$ cat src/design/dtc_pkg.sv
/*
  Constants, types and register map for the dual timer/counter block.
  Assumes one 125 MHz clock that also serves as the oscillator reference.
*/
// Behaviour
// - Mode 0: 16-bit count, reload both bytes
// - Separate high/low reload registers per timer
// - Mode 2 low reload from low holding
// - Mode 2: low byte counts, high unchanged
// - Mode 1: free 16-bit count, no reload
// - Mode 0 period: prescale times 65536-reload
// - Mode 2 period: prescale times 256-reload
// - Timer 1 mode 3 holds count
// - Timer 0 mode 3 low byte independent
// - Timer 0 mode 3 high byte uses t1 controls
// - Timer 1 runs without interrupt meanwhile
// - Timer 1 overflow sets bit 7, clearable
// - Timer 0 overflow sets bit 5, clearable
// - External edge flags set, cleared on service
// - Counter input sampled every two cycles
// - Mode field and select bit per timer
package dtc_pkg;

  localparam int ADDR_W = 12;

  // ----------------------------------------
  // Register offsets
  // ----------------------------------------
  localparam logic [11:0] OFS_CTRL = 12'h410;
  localparam logic [11:0] OFS_MODE = 12'h411;
  localparam logic [11:0] OFS_T0_LO = 12'h412;
  localparam logic [11:0] OFS_RL0_LO = 12'h416;
  localparam logic [11:0] OFS_TOGGLE = 12'h41a;
  localparam logic [11:0] OFS_PRESC = 12'h41b;
  localparam logic [11:0] OFS_ISTAT = 12'h41c;
  localparam logic [11:0] OFS_IMASK = 12'h41d;
  localparam int OFS_STRIDE = 2;

  localparam logic [7:0] RST_BYTE = 8'h00;

  // ----------------------------------------
  // Control register bit positions
  // ----------------------------------------
  localparam int CB_TF1 = 7;
  localparam int CB_TR1 = 6;
  localparam int CB_TF0 = 5;
  localparam int CB_TR0 = 4;
  localparam int CB_IE1 = 3;
  localparam int CB_IT1 = 2;
  localparam int CB_IE0 = 1;
  localparam int CB_IT0 = 0;

  localparam int TG_T0 = 0;
  localparam int TG_T1 = 2;
  localparam int MODE_HALF_W = 4;

  localparam int IS_T0 = 0;
  localparam int IS_T1 = 1;
  localparam int IS_X0 = 2;
  localparam int IS_X1 = 3;

  // ----------------------------------------
  // Timing, in oscillator cycles
  // ----------------------------------------
  localparam int PRESC_A = 4;
  localparam int PRESC_B = 16;
  localparam int PRESC_C = 64;
  localparam int SAMPLE_DIV = 2;
  localparam logic [5:0] DIV_LIM_A = 6'(PRESC_A - 1);
  localparam logic [5:0] DIV_LIM_B = 6'(PRESC_B - 1);
  localparam logic [5:0] DIV_LIM_C = 6'(PRESC_C - 1);
  localparam logic [7:0] BYTE_MAX = 8'hff;

  // ----------------------------------------
  // Types
  // ----------------------------------------
  typedef enum logic [1:0] {
    MODE_RELOAD16,
    MODE_FREE16,
    MODE_RELOAD8,
    MODE_SPLIT
  } dtc_mode_t;

  typedef struct packed {
    logic gate;
    logic count_sel;
    logic [1:0] mode;
  } dtc_timer_mode_select_reg_half_t;

  typedef struct packed {
    logic [ADDR_W-1:0] addr;
    logic [7:0] wdata;
    logic wr;
    logic rd;
  } dtc_bus_req_t;

endpackage : dtc_pkg

$ cat src/design/dtc_timer.sv
/*
  Dual timer/counter with control flags, reload registers and interrupt status.
  Assumes a plain register port; pins are asynchronous and synchronised here.
*/
// Design decision made here: the strobed register port.
`timescale 1ns/1ps
module dtc_timer
  import dtc_pkg::*;
(
  // Clock and reset
  input wire logic core_clk,
  input wire logic rst,
  // Register port
  input wire dtc_bus_req_t bus_req,
  output logic [7:0] rd_data,
  // Pins
  input wire logic t0_count_pin,
  input wire logic t1_count_pin,
  input wire logic ext_pin_a,
  input wire logic ext_pin_b,
  // Interrupt vectoring acknowledges
  input wire logic t0_vec_ack,
  input wire logic t1_vec_ack,
  input wire logic x0_vec_ack,
  input wire logic x1_vec_ack,
  // Flags and events
  output logic t0_overflow_flag,
  output logic t1_overflow_flag,
  output logic ext_ext_pin_a_edge_flag,
  output logic ext_int1_edge_flag,
  output logic baud_tick,
  output logic irq
);

  initial begin
    if (ADDR_W < 11) $error("Address too narrow for register map");
  end

  logic [7:0] timer_control_flags;
  logic [7:0] timer_mode_select_reg;
  logic [7:0] timer_toggle_status_reg;
  logic [7:0] presc_r, istat_r, imask_r, rd_data_r;
  logic [7:0] count_low_byte [2];
  logic [7:0] count_high_byte [2];
  logic [7:0] low_reload_holding [2];
  logic [7:0] high_reload_holding [2];
  logic [7:0] lo_nxt [2];
  logic [7:0] hi_nxt [2];
  logic [1:0] ovf_lo;
  logic ovf_split_hi;
  logic t0_split;
  logic [3:0] pin_s1_r, pin_s2_r;
  logic samp_r;
  logic [1:0] cpin_q_r, cfall, xprev_r, xset;
  logic [5:0] div_r, div_lim;
  logic prescaled_timer_tick;
  logic t0_set, t1_set;
  logic [3:0] ev;

  wire wr = bus_req.wr;
  wire rd = bus_req.rd;
  wire [ADDR_W-1:0] addr = bus_req.addr;

  // ----------------------------------------
  // Pin synchronisers and sampling
  // ----------------------------------------
  always_ff @(posedge core_clk) begin
    if (rst) begin
      pin_s1_r <= 4'hf;
      pin_s2_r <= 4'hf;
    end else begin
      pin_s1_r <= {ext_pin_b, ext_pin_a, t1_count_pin, t0_count_pin};
      pin_s2_r <= pin_s1_r;
    end
  end

  always_ff @(posedge core_clk) begin
    if (rst) begin
      samp_r <= 1'b0;
      cpin_q_r <= 2'h3;
    end else begin
      samp_r <= ~samp_r;
      if (samp_r) cpin_q_r <= pin_s2_r[1:0];
    end
  end
  assign cfall = {2{samp_r}} & cpin_q_r & ~pin_s2_r[1:0];

  // ----------------------------------------
  // Prescaler
  // ----------------------------------------
  // Selectable tick divide
  always_comb begin
    unique case (presc_r[1:0])
      2'h0: div_lim = DIV_LIM_A;
      2'h1: div_lim = DIV_LIM_B;
      default: div_lim = DIV_LIM_C;
    endcase
  end
  assign prescaled_timer_tick = (div_r == div_lim);

  always_ff @(posedge core_clk) begin
    if (rst) div_r <= 6'h00;
    else if (prescaled_timer_tick || div_r > div_lim) div_r <= 6'h00;
    else div_r <= div_r + 6'h01;
  end

  // ----------------------------------------
  // External interrupt detection
  // ----------------------------------------
  always_ff @(posedge core_clk) begin
    if (rst) xprev_r <= 2'h3;
    else xprev_r <= pin_s2_r[3:2];
  end
  assign xset[0] = timer_control_flags[CB_IT0] ? (xprev_r[0] & ~pin_s2_r[2]) : ~pin_s2_r[2];
  assign xset[1] = timer_control_flags[CB_IT1] ? (xprev_r[1] & ~pin_s2_r[3]) : ~pin_s2_r[3];

  // ----------------------------------------
  // Timers
  // ----------------------------------------
  assign t0_split = (timer_mode_select_reg[1:0] == MODE_SPLIT);

  for (genvar i = 0; i < 2; i++) begin : g_tmr
    localparam int RUN_BIT = (i == 0) ? CB_TR0 : CB_TR1;
    localparam logic [11:0] A_LO = OFS_T0_LO + 12'(OFS_STRIDE * i);
    localparam logic [11:0] A_RL = OFS_RL0_LO + 12'(OFS_STRIDE * i);
    dtc_timer_mode_select_reg_half_t cfg;
    dtc_mode_t md;
    logic gate_ok, src, adv, hi_adv, oh;
    assign cfg = timer_mode_select_reg[MODE_HALF_W*i +: MODE_HALF_W];
    assign md = dtc_mode_t'(cfg.mode);
    assign gate_ok = ~cfg.gate | pin_s2_r[2+i];
    assign src = cfg.count_sel ? cfall[i] : prescaled_timer_tick;
    if (i == 0) begin : g_t0
      assign adv = timer_control_flags[RUN_BIT] & gate_ok & src;
      assign hi_adv = timer_control_flags[CB_TR1] & prescaled_timer_tick;
    end else begin : g_t1
      // Mode 3 holds, else runs on TR1 or timer 0 split
      assign adv = (timer_control_flags[RUN_BIT] | t0_split) & gate_ok & src
                   & (md != MODE_SPLIT);
      assign hi_adv = 1'b0;
    end

    always_comb begin
      lo_nxt[i] = count_low_byte[i];
      hi_nxt[i] = count_high_byte[i];
      ovf_lo[i] = 1'b0;
      oh = 1'b0;
      unique case (md)
        MODE_RELOAD16: if (adv) begin
          if ({count_high_byte[i], count_low_byte[i]} == {BYTE_MAX, BYTE_MAX}) begin
            ovf_lo[i] = 1'b1;
            lo_nxt[i] = low_reload_holding[i];
            hi_nxt[i] = high_reload_holding[i];
          end else begin
            {hi_nxt[i], lo_nxt[i]} = {count_high_byte[i], count_low_byte[i]} + 16'h0001;
          end
        end
        MODE_FREE16: if (adv) begin
          ovf_lo[i] = ({count_high_byte[i], count_low_byte[i]} == {BYTE_MAX, BYTE_MAX});
          {hi_nxt[i], lo_nxt[i]} = {count_high_byte[i], count_low_byte[i]} + 16'h0001;
        end
        MODE_RELOAD8: if (adv) begin
          if (count_low_byte[i] == BYTE_MAX) begin
            ovf_lo[i] = 1'b1;
            lo_nxt[i] = low_reload_holding[i];
          end else begin
            lo_nxt[i] = count_low_byte[i] + 8'h01;
          end
        end
        MODE_SPLIT: begin
          if (adv) begin
            ovf_lo[i] = (count_low_byte[i] == BYTE_MAX);
            lo_nxt[i] = count_low_byte[i] + 8'h01;
          end
          if (hi_adv) begin
            oh = (count_high_byte[i] == BYTE_MAX);
            hi_nxt[i] = count_high_byte[i] + 8'h01;
          end
        end
      endcase
      if (wr && addr == A_LO) lo_nxt[i] = bus_req.wdata;
      if (wr && addr == A_LO + 12'h001) hi_nxt[i] = bus_req.wdata;
    end

    if (i == 0) begin : g_oh
      assign ovf_split_hi = oh;
    end

    always_ff @(posedge core_clk) begin
      if (rst) begin
        count_low_byte[i] <= RST_BYTE;
        count_high_byte[i] <= RST_BYTE;
      end else begin
        count_low_byte[i] <= lo_nxt[i];
        count_high_byte[i] <= hi_nxt[i];
      end
    end

    always_ff @(posedge core_clk) begin
      if (rst) begin
        low_reload_holding[i] <= RST_BYTE;
        high_reload_holding[i] <= RST_BYTE;
      end else if (wr && addr == A_RL) begin
        low_reload_holding[i] <= bus_req.wdata;
      end else if (wr && addr == A_RL + 12'h001) begin
        high_reload_holding[i] <= bus_req.wdata;
      end
    end

    reload_both_a: assert property (@(posedge core_clk) disable iff (rst)
      (md == MODE_RELOAD16 && ovf_lo[i] && !(wr && (addr == A_LO || addr == A_LO + 12'h001)))
      |=> {count_high_byte[i], count_low_byte[i]}
          == {$past(high_reload_holding[i]), $past(low_reload_holding[i])})
      else $error("Mode 0 reload wrong");
    high_kept_a: assert property (@(posedge core_clk) disable iff (rst)
      (md == MODE_RELOAD8 && ovf_lo[i] && !(wr && addr == A_LO + 12'h001))
      |=> count_high_byte[i] == $past(count_high_byte[i]))
      else $error("Mode 2 disturbed high byte");
    low_reload_a: assert property (@(posedge core_clk) disable iff (rst)
      (md == MODE_RELOAD8 && ovf_lo[i] && !(wr && addr == A_LO))
      |=> count_low_byte[i] == $past(low_reload_holding[i]))
      else $error("Mode 2 low reload wrong");
    free_wrap_a: assert property (@(posedge core_clk) disable iff (rst)
      (md == MODE_FREE16 && ovf_lo[i] && !(wr && (addr == A_LO || addr == A_LO + 12'h001)))
      |=> {count_high_byte[i], count_low_byte[i]} == 16'h0000)
      else $error("Mode 1 did not wrap to zero");
  end

  // ----------------------------------------
  // Overflow flags and control register
  // ----------------------------------------
  // Timer 0 flag unless toggling
  assign t0_set = ovf_lo[0] & ~timer_toggle_status_reg[TG_T0];
  // Split high byte owns t1 flag
  assign t1_set = (t0_split ? ovf_split_hi : ovf_lo[1]) & ~timer_toggle_status_reg[TG_T1];

  always_ff @(posedge core_clk) begin
    if (rst) begin
      timer_control_flags <= RST_BYTE;
    end else begin
      // Software owns run and type bits
      if (wr && addr == OFS_CTRL) timer_control_flags <= bus_req.wdata;
      if (t0_vec_ack && !(wr && addr == OFS_CTRL)) timer_control_flags[CB_TF0] <= 1'b0;
      if (t1_vec_ack && !(wr && addr == OFS_CTRL)) timer_control_flags[CB_TF1] <= 1'b0;
      if (x0_vec_ack && !(wr && addr == OFS_CTRL)) timer_control_flags[CB_IE0] <= 1'b0;
      if (x1_vec_ack && !(wr && addr == OFS_CTRL)) timer_control_flags[CB_IE1] <= 1'b0;
      if (t0_set) timer_control_flags[CB_TF0] <= 1'b1;
      if (t1_set) timer_control_flags[CB_TF1] <= 1'b1;
      if (xset[0]) timer_control_flags[CB_IE0] <= 1'b1;
      if (xset[1]) timer_control_flags[CB_IE1] <= 1'b1;
    end
  end

  // ----------------------------------------
  // Software registers
  // ----------------------------------------
  always_ff @(posedge core_clk) begin
    if (rst) begin
      timer_mode_select_reg <= RST_BYTE;
      timer_toggle_status_reg <= RST_BYTE;
      presc_r <= RST_BYTE;
      imask_r <= RST_BYTE;
    end else if (wr) begin
      if (addr == OFS_MODE) timer_mode_select_reg <= bus_req.wdata;
      if (addr == OFS_TOGGLE) timer_toggle_status_reg <= bus_req.wdata;
      if (addr == OFS_PRESC) presc_r <= bus_req.wdata;
      if (addr == OFS_IMASK) imask_r <= bus_req.wdata;
    end
  end

  // Sticky status, read clears, set wins
  assign ev = {xset[1], xset[0], t1_set, t0_set};
  always_ff @(posedge core_clk) begin
    if (rst) istat_r <= RST_BYTE;
    else if (rd && addr == OFS_ISTAT) istat_r <= {4'h0, ev};
    else istat_r <= istat_r | {4'h0, ev};
  end

  always_ff @(posedge core_clk) begin
    if (rst) baud_tick <= 1'b0;
    else baud_tick <= ovf_lo[1];
  end

  always_ff @(posedge core_clk) begin
    if (rst) begin
      rd_data_r <= RST_BYTE;
    end else if (rd) begin
      unique case (addr)
        OFS_CTRL: rd_data_r <= timer_control_flags;
        OFS_MODE: rd_data_r <= timer_mode_select_reg;
        OFS_T0_LO: rd_data_r <= count_low_byte[0];
        OFS_T0_LO + 12'h001: rd_data_r <= count_high_byte[0];
        OFS_T0_LO + 12'h002: rd_data_r <= count_low_byte[1];
        OFS_T0_LO + 12'h003: rd_data_r <= count_high_byte[1];
        OFS_RL0_LO: rd_data_r <= low_reload_holding[0];
        OFS_RL0_LO + 12'h001: rd_data_r <= high_reload_holding[0];
        OFS_RL0_LO + 12'h002: rd_data_r <= low_reload_holding[1];
        OFS_RL0_LO + 12'h003: rd_data_r <= high_reload_holding[1];
        OFS_TOGGLE: rd_data_r <= timer_toggle_status_reg;
        OFS_PRESC: rd_data_r <= presc_r;
        OFS_ISTAT: rd_data_r <= istat_r;
        OFS_IMASK: rd_data_r <= imask_r;
        default: rd_data_r <= RST_BYTE;
      endcase
    end else begin
      rd_data_r <= RST_BYTE;
    end
  end

  assign rd_data = rd_data_r;
  assign irq = |(istat_r & imask_r);
  assign t0_overflow_flag = timer_control_flags[CB_TF0];
  assign t1_overflow_flag = timer_control_flags[CB_TF1];
  assign ext_ext_pin_a_edge_flag = timer_control_flags[CB_IE0];
  assign ext_int1_edge_flag = timer_control_flags[CB_IE1];

  // ----------------------------------------
  // Checks
  // ----------------------------------------
  t1_hold_a: assert property (@(posedge core_clk) disable iff (rst)
    (timer_mode_select_reg[5:4] == MODE_SPLIT && !wr)
    |=> count_low_byte[1] == $past(count_low_byte[1])
        && count_high_byte[1] == $past(count_high_byte[1]))
    else $error("Timer 1 moved in mode 3");
  t1_flag_a: assert property (@(posedge core_clk) disable iff (rst)
    t1_set |=> timer_control_flags[CB_TF1])
    else $error("Timer 1 flag missed");
  t0_toggle_a: assert property (@(posedge core_clk) disable iff (rst)
    (ovf_lo[0] && timer_toggle_status_reg[TG_T0] && !timer_control_flags[CB_TF0]
     && !wr && !t0_split) |=> !timer_control_flags[CB_TF0])
    else $error("Timer 0 flag set while toggling");
  ext_edge_a: assert property (@(posedge core_clk) disable iff (rst)
    (timer_control_flags[CB_IT0] && xprev_r[0] && !pin_s2_r[2])
    |=> timer_control_flags[CB_IE0])
    else $error("Edge flag not set");
  t0_stop_a: assert property (@(posedge core_clk) disable iff (rst)
    (!timer_control_flags[CB_TR0] && !wr)
    |=> count_low_byte[0] == $past(count_low_byte[0]))
    else $error("Timer 0 advanced while stopped");
  split_t1_a: assert property (@(posedge core_clk) disable iff (rst)
    (t0_split && ovf_lo[1]) |-> !t1_set ##1 baud_tick)
    else $error("Timer 1 overflow misrouted in split");
  tick_space_a: assert property (@(posedge core_clk) disable iff (rst)
    (prescaled_timer_tick && presc_r[1:0] == 2'h0)
    |-> ##1 (!prescaled_timer_tick || presc_r[1:0] != 2'h0) [*3]
        ##1 (prescaled_timer_tick || presc_r[1:0] != 2'h0))
    else $error("Prescale by four spacing wrong");
  sample_alt_a: assert property (@(posedge core_clk) disable iff (rst)
    cfall[0] |=> !cfall[0])
    else $error("Counter input sampled too often");

endmodule : dtc_timer

$ cat config.mk
export PLATFORM = sky130hd
export DESIGN_NAME = dtc_timer
export DESIGN_NICKNAME = d
export VERILOG_FILES = /design/src/design/dtc_pkg.sv /design/src/design/dtc_timer.sv
export SDC_FILE = /design/constraint.sdc
export NUM_CORES = 1
export LEC_CHECK = 0
export BUFFER_PORTS_ARGS = -buffer_cell sky130_fd_sc_hd__buf_4
export CAP_MARGIN = 20
export CORE_ASPECT_RATIO = 1.25
export CORE_MARGIN = 2
export CORE_UTILIZATION = 50
export CTS_BUF_LIST = sky130_fd_sc_hd__clkbuf_4 sky130_fd_sc_hd__clkbuf_8 sky130_fd_sc_hd__clkbuf_16
export DETAILED_ROUTE_END_ITERATION = 7
export GPL_TIMING_DRIVEN = 0
export PLACE_DENSITY = 0.68
export SYNTH_ARGS = -nofsm -noshare
export SYNTH_HDL_FRONTEND = slang
export SYNTH_SLANG_ARGS = --single-unit
$ cat constraint.sdc
create_clock -name core_clk -period 5.9 [get_ports core_clk]
set_clock_uncertainty 0.2 [all_clocks]
set_input_delay 1.475 -clock core_clk [delete_from_list [all_inputs] [get_ports core_clk]]
set_output_delay 1.475 -clock core_clk [all_outputs]
set_load 0.02 [all_outputs]
==> out/qor.yml, run 1 <==
dp.final_hpwl_mm: 21.2
cts.hold.buffers_added: 0
end_kind: "flip-flop"
grt_use_total_pct: 35.9
ys_warn_count: 0
crit_chain: "buf_4 > or4b_1 > buf_6 > nor3b_4 > nand2_4 > o21ai_0 > buf_2"
cp.required_ns: 5.84
fill_cells: 1350
combPwrFrac_pct: 6.4
slew_headroom_pct: 33.1
switching_share_pct: 27.8
worst_path_largest_cell_delay_ns: 0.53
synth-seq-area-share_pct: 40.0
drt-initial-drc-count: 966
dp.cells: 1081
grt_max_degree: 18
synth_edf_count: 32
synth_ff_type: "dfxtp_1"
ctsResizeCount: 0
drive_gt1_share_pct: 15.9
powerDensity_nw_per_um2: 251
slowest_stage: "or4b_1"
cts_tree: "done"
fin_crit_sh_pct: 65.2
insertion_delay_ns: 0.44
wl_mm: 28.5
wl_per_cell_um: 25.6
critical_path.max_fanout: 9
final_common_cell: "dfxtp_1"
fmax_mhz: 260
timing.rr.start: "presc_r[1]"
min-delay-path-class: "flip-flop to flip-flop"
fp-row-count: 50
die_w_um: 114
cts_made_buffers: 17
portBuffers: 41
synth-seq-cells: 136
setup_viol: 0
final_hold_viol_count: 0
cpLargestDelayFamily: "simple AND/OR/NAND/NOR gates"
arrival_ns: 3.79
syn_area_um2: 7610
htree_levels: 4
p_switching_mw: 0.611
grt_pass1_vias: 6809
ir_worst_vdd_v: 0.000225
min_from: "pin_s1_r[2]"
gp_congestion: 1.03
tns_ns: 0
netlist.area_leader.share_pct: 27.4
grt_setup_unrepaired: "false"
yosysTopAreaCell: "dfxtp_1"
routed_via_density: 6.56
cts_buffer_depth: 2
ys_async_sr_fraction_pct: 0
cap_violations: 0
pwr-share-seq_pct: 45.1
die_y_um: 142
drtPass1Iterations: 6
yosysUniqueCellTypes: 83
cts_root_buf: "clkbuf_16"
fin_cells: 1113
syn_inst: 857
clock_sinks: 136
die_area_um2: 16200
post_cts.repair.setup_buffers: 0
drc_errors: 0
crit_path_start: "bus_req[15]"
syn-num-nets: 897
core_area_um2: 15000
ios: 46
ys_top_cells_by_area: "dfxtp_1, edfxtp_1, nand2_1"
grt_pass1_wl_mm: 42.0
p_int_mw: 1.59
fin_nets: 958
layout_common_cells: "dfxtp_1, nand2_1, a21oi_1, nor2_1, nand3_1"
startpoint_type: "input port"
antenna_found_initial: 0
synthToLayoutAreaGrowth_pct: 15.1
p_leak_nw: 3.06
status: "finished, final reports clean"
clk_pin_slew_ns: 0.07
slew_viol_final: 0
ant_nets: 0
initial_utilization_pct: 50.9
critical_path_class: "input port to flip-flop"
vias: 7303
crit_buf_inv: 3
n_antenna_cell: 0
worst_slew_pin_slew_ns: 1.00
avgSynthCellArea_um2: 8.88
overflow: 0
post-route-min-period_ns: 3.85
p_clk_share_pct: 48.5
## worst paths after layout
kind                                                  end  slack, ns  cells past startpoint
worst min register to register                pin_s2_r[2]       0.21                      1
worst max-delay path            high_reload_holding[1][3]       2.05                      7
worst max register to register                 istat_r[0]       2.63                      7
worst min-delay path                          pin_s2_r[2]       0.21                      1
## cell type report
type	instances	area [um2]	area share, %
well taps	182	228	2.60
flip-flops and latches	136	3040	34.8
clock buffers	17	425	4.86
multi-input cells	650	4200	47.9
inverters	8	30.0	0.343
clock inverters	15	175	2.00
plain buffers	63	344	3.93
repair buffers	42	313	3.57
## per-stage QoR
step / total power [mW] / utilization, % / cell area (um2) / hold WS, ns / setup WS [ns]
floorplan: 1.08 / - / 7610 / 0.189 / 2.01
global placement: 1.15 / 54.5 / 8140 / 0.197 / 1.32
detailed placement: 1.15 / 54.5 / 8160 / 0.198 / 1.68
CTS: 2.20 / 58.6 / 8760 / 0.216 / 2.12
global route: 2.25 / 58.6 / 8760 / 0.231 / 2.01
finish: 2.20 / 58.6 / 8760 / 0.213 / 2.05
## cells in the mapped netlist, types with 8 or more instances
cell type,count
a21oi_1,65
xnor2_1,11
mux2i_1,35
o22ai_1,16
a22oi_1,22
or3_1,8
nand3_1,51
o21ai_0,19
ha_1,8
or2_2,10
edfxtp_1,32
nand2_1,94
and3_1,21
a211oi_1,10
buf_2,15
nand4_1,9
clkbuf_1,36
nor2_1,60
dfxtp_1,104
and2_1,39
nor3_1,16
a31oi_1,17
## layer usage
layer	up-vias	routed length, um	track usage, %	part of all wire, %
li1	3306	-	-	-
met1	3405	10800	44.3	38
met2	458	12700	55.2	45
met3	134	2700	7.18	9.5
met4	0	2350	26.9	8.3
met5	-	0	0	0
## kinds of logic (layout without fill, tap and decap cells)
family / after synthesis / count (layout) / share of synthesized area [%]
multiplexers: 48 / 48 / 7.42
flip-flops: 136 / 136 / 40.0
XOR/XNOR: 16 / 16 / 1.84
AO/OA/AOI/OAI: 208 / 208 / 17.9
adder cells (fa/ha/maj): 8 / 8 / 1.32
AND/OR/NAND/NOR: 370 / 370 / 26.6
buffers and inverters: 71 / 145 / 4.92
## power groups by stage
stage          clock network [mW]  logic (mW)  registers, mW
3_5_place_dp                    0       0.136           1.01
3_3_place_gp                    0       0.135           1.01
4_1_cts                      1.07       0.137          0.991
5_1_grt                      1.12       0.146          0.993
6_report                     1.07       0.140          0.993
2_1_floorplan                   0      0.0726           1.00
Power figures use the tool's default switching activity.
==> inputs of run 2 (changes only) <==
--- a/config.mk
+++ b/config.mk
@@ -5,6 +5,7 @@
 export SDC_FILE = /design/constraint.sdc
 export NUM_CORES = 1
 export LEC_CHECK = 0
+export ABC_AREA = 1
 export BUFFER_PORTS_ARGS = -buffer_cell sky130_fd_sc_hd__buf_4
 export CAP_MARGIN = 20
 export CORE_ASPECT_RATIO = 1.25
==> constraint.sdc (replaced) <==
create_clock -name core_clk -period 3.6 [get_ports core_clk]
set_clock_uncertainty 0.2 [all_clocks]
set_input_delay 0.9 -clock core_clk [delete_from_list [all_inputs] [get_ports core_clk]]
set_output_delay 0.9 -clock core_clk [all_outputs]
set_load 0.02 [all_outputs]
==> run 2 against run 1 <==
Compared with the run above: non-clock buffer count shrank 29; total power grew 63%; synthesized cell count grew 34%; worst setup slack lost 1.6 ns; area after synthesis grew 2.8%; die area grew 2.7%; critical path type unchanged; largest cell class unchanged; largest power group unchanged; highest routed layer unchanged.
==> out/qor.yml, run 2 <==
syn_area_um2: 7820
tns_ns: 0
yosysTopAreaCell: "dfxtp_1"
synth_compound_area_share_pct: 14.7
synthToLayoutAreaGrowth_pct: 15.3
cpLargestDelayFamily: "buffers and inverters"
synthMuxAreaShare_pct: 0
slew_headroom_pct: 35.2
die_y_um: 144
status: "finished, final reports clean"
drive_gt1_share_pct: 12.9
cts.hold.buffers_added: 0
cap_violations: 0
crit_chain: "buf_4 > inv_1 > clkbuf_1 > clkbuf_1 > o21ai_0 > clkbuf_2"
drt-initial-drc-count: 1009
insertion_delay_ns: 0.44
grt_setup_unrepaired: "false"
multi_input_area_um2: 4090
critical_path_class: "input port to flip-flop"
finish.utilization_pct: 58.4
slowest_stage: "clkbuf_1"
fp-row-count: 51
cts_tree: "done"
synth_common_cells: "nand2_1, nor2_1, inv_1"
synth-simple-area-share_pct: 34.4
clock_sinks: 136
cp.required_ns: 3.59
arrival_ns: 3.18
setup_viol: 0
synth-seq-area-share_pct: 38.9
min_from: "pin_s1_r[3]"
post_cts.repair.setup_buffers: 0
worst_slew_pin_slew_ns: 0.972
portBuffers: 44
yosysUniqueCellTypes: 41
syn-num-nets: 1188
grt_pass1_vias: 7691
htree_levels: 4
startpoint_type: "input port"
grt_pass1_wl_mm: 44.5
ys_async_sr_fraction_pct: 0
clk_pin_slew_ns: 0.07
dp.final_hpwl_mm: 23.0
ys_warn_count: 0
fill_cells: 1592
cts_root_buf: "clkbuf_16"
routed_via_density: 5.79
drtPass1Iterations: 5
worst_path_largest_cell_delay_ns: 0.65
placed_area_um2: 8420
fmax_mhz: 313
initial_utilization_pct: 50.6
die_w_um: 116
post-route-min-period_ns: 3.20
vias: 8333
avgSynthCellArea_um2: 6.81
wl_per_cell_um: 21.0
cts_made_buffers: 17
p_leak_nw: 3.80
grt_max_degree: 17
antenna_found_initial: 0
synth_most_common_cell: "nand2_1"
fin_area_um2: 9020
ios: 46
grt_use_total_pct: 37.1
ff_latch_area_um2: 3040
synth-adder-area-share_pct: 1.28
crit_path_start: "rst"
drc_errors: 0
synth_ff_type: "dfxtp_1"
overflow: 0
syn_inst: 1148
synth_xor_area_share_pct: 1.90
die_area_um2: 16700
slew_viol_final: 0
end_kind: "flip-flop"
core_area_um2: 15400
synth_top_family_by_area: "simple AND/OR/NAND/NOR gates"
fin_crit_sh_pct: 88.8
fin_nets: 1255
timing.rr.start: "presc_r[1]"
ir_worst_vdd_v: 0.000314
synth_edf_count: 32
critical_path.max_fanout: 10
cpMostUsedCell: "clkbuf_1"
cts_buffer_depth: 2
ctsResizeCount: 0
final_common_cell: "nand2_1"
netlist.area_leader.share_pct: 26.6
ys_top_cells_by_area: "dfxtp_1, edfxtp_1, nand2_1"
synth-seq-cells: 136
gp_congestion: 1.08
wl_mm: 30.2
n_antenna_cell: 0
layout_common_cells: "nand2_1, nor2_1, inv_1, nand3_1, o21ai_0"
min-delay-path-class: "flip-flop to flip-flop"
final_hold_viol_count: 0
ant_nets: 0
powerDensity_nw_per_um2: 398
crit_buf_inv: 5
run 2: cell count changes after synthesis, sizes merged, moves of 10 or more:
cell    before  now
a211oi      11    0
a22oi       22    1
a21oi       65   84
o21ai       22  116
a31oi       17    5
nand3       53  129
and2        42    0
mux2i       35    0
or3         10    0
nor2        63  175
and3        23    0
clkbuf      42   11
nand2       95  237
inv          8  138
run 2: area by class of cell:
class,count,area share [%]
multi-input combinational,839,45.4
sequential,136,33.7
inverter,145,6.04
clock buffer,17,4.72
timing repair buffer,48,3.91
buffer,28,1.55
clock inverter,15,1.69
tap,212,2.94
run 2: path summary, 6_finish.rpt:
path | endpoint | slack (ns) | cells after the start
worst min-delay path | pin_s2_r[3] | 0.21 | 1
worst max register to register | istat_r[1] | 0.83 | 10
worst max-delay path | low_reload_holding[1][4] | 0.40 | 6
worst min register to register | pin_s2_r[3] | 0.21 | 1
run 2: through the flow:
| stage | total power [mW] | worst slack (ns) | cells | hold WS, ns |
|---|---|---|---|---|
| 6_report | 3.59 | 0.402 | 1440 | 0.209 |
| 5_1_grt | 3.65 | 0.378 | 1440 | 0.215 |
| 4_1_cts | 3.58 | 0.463 | 1436 | 0.209 |
| 3_5_place_dp | 1.85 | 0.0591 | 1404 | 0.194 |
| 3_3_place_gp | 1.85 | 0.0403 | 1404 | 0.192 |
| 2_1_floorplan | 1.74 | 0.816 | 1148 | 0.189 |
run 2: kinds of logic (layout without fill, tap and decap cells):
kind of cell             after synthesis  count (layout)
flip-flops                           136             136
adder cells (fa/ha/maj)                8               8
buffers and inverters                173             253
AO/OA/AOI/OAI                        220             220
XOR/XNOR                              17              17
AND/OR/NAND/NOR                      594             594
run 2: metal layers:
metal,vias to the layer above,track usage (%),share of wire [%]
met5,-,0,0
met4,0,21.6,6.4
met3,113,7.09,9.6
met2,471,59.7,46
met1,3826,46.2,38
li1,3923,-,-
run 2: power by group:
group	internal, mW	switching (mW)
logic	0.0548	0.155
registers	1.59	0.0219
clock network	0.978	0.785
total	2.63	0.961
run 2: worst register-to-register path, delay by kind of cell, from the launching register on:
kind	cells	cell delay, ns
flip-flops	1	0.34
adder cells (fa/ha/maj)	1	0.32
AO/OA/AOI/OAI	2	0.60
buffers and inverters	1	0.13
AND/OR/NAND/NOR	6	1.09
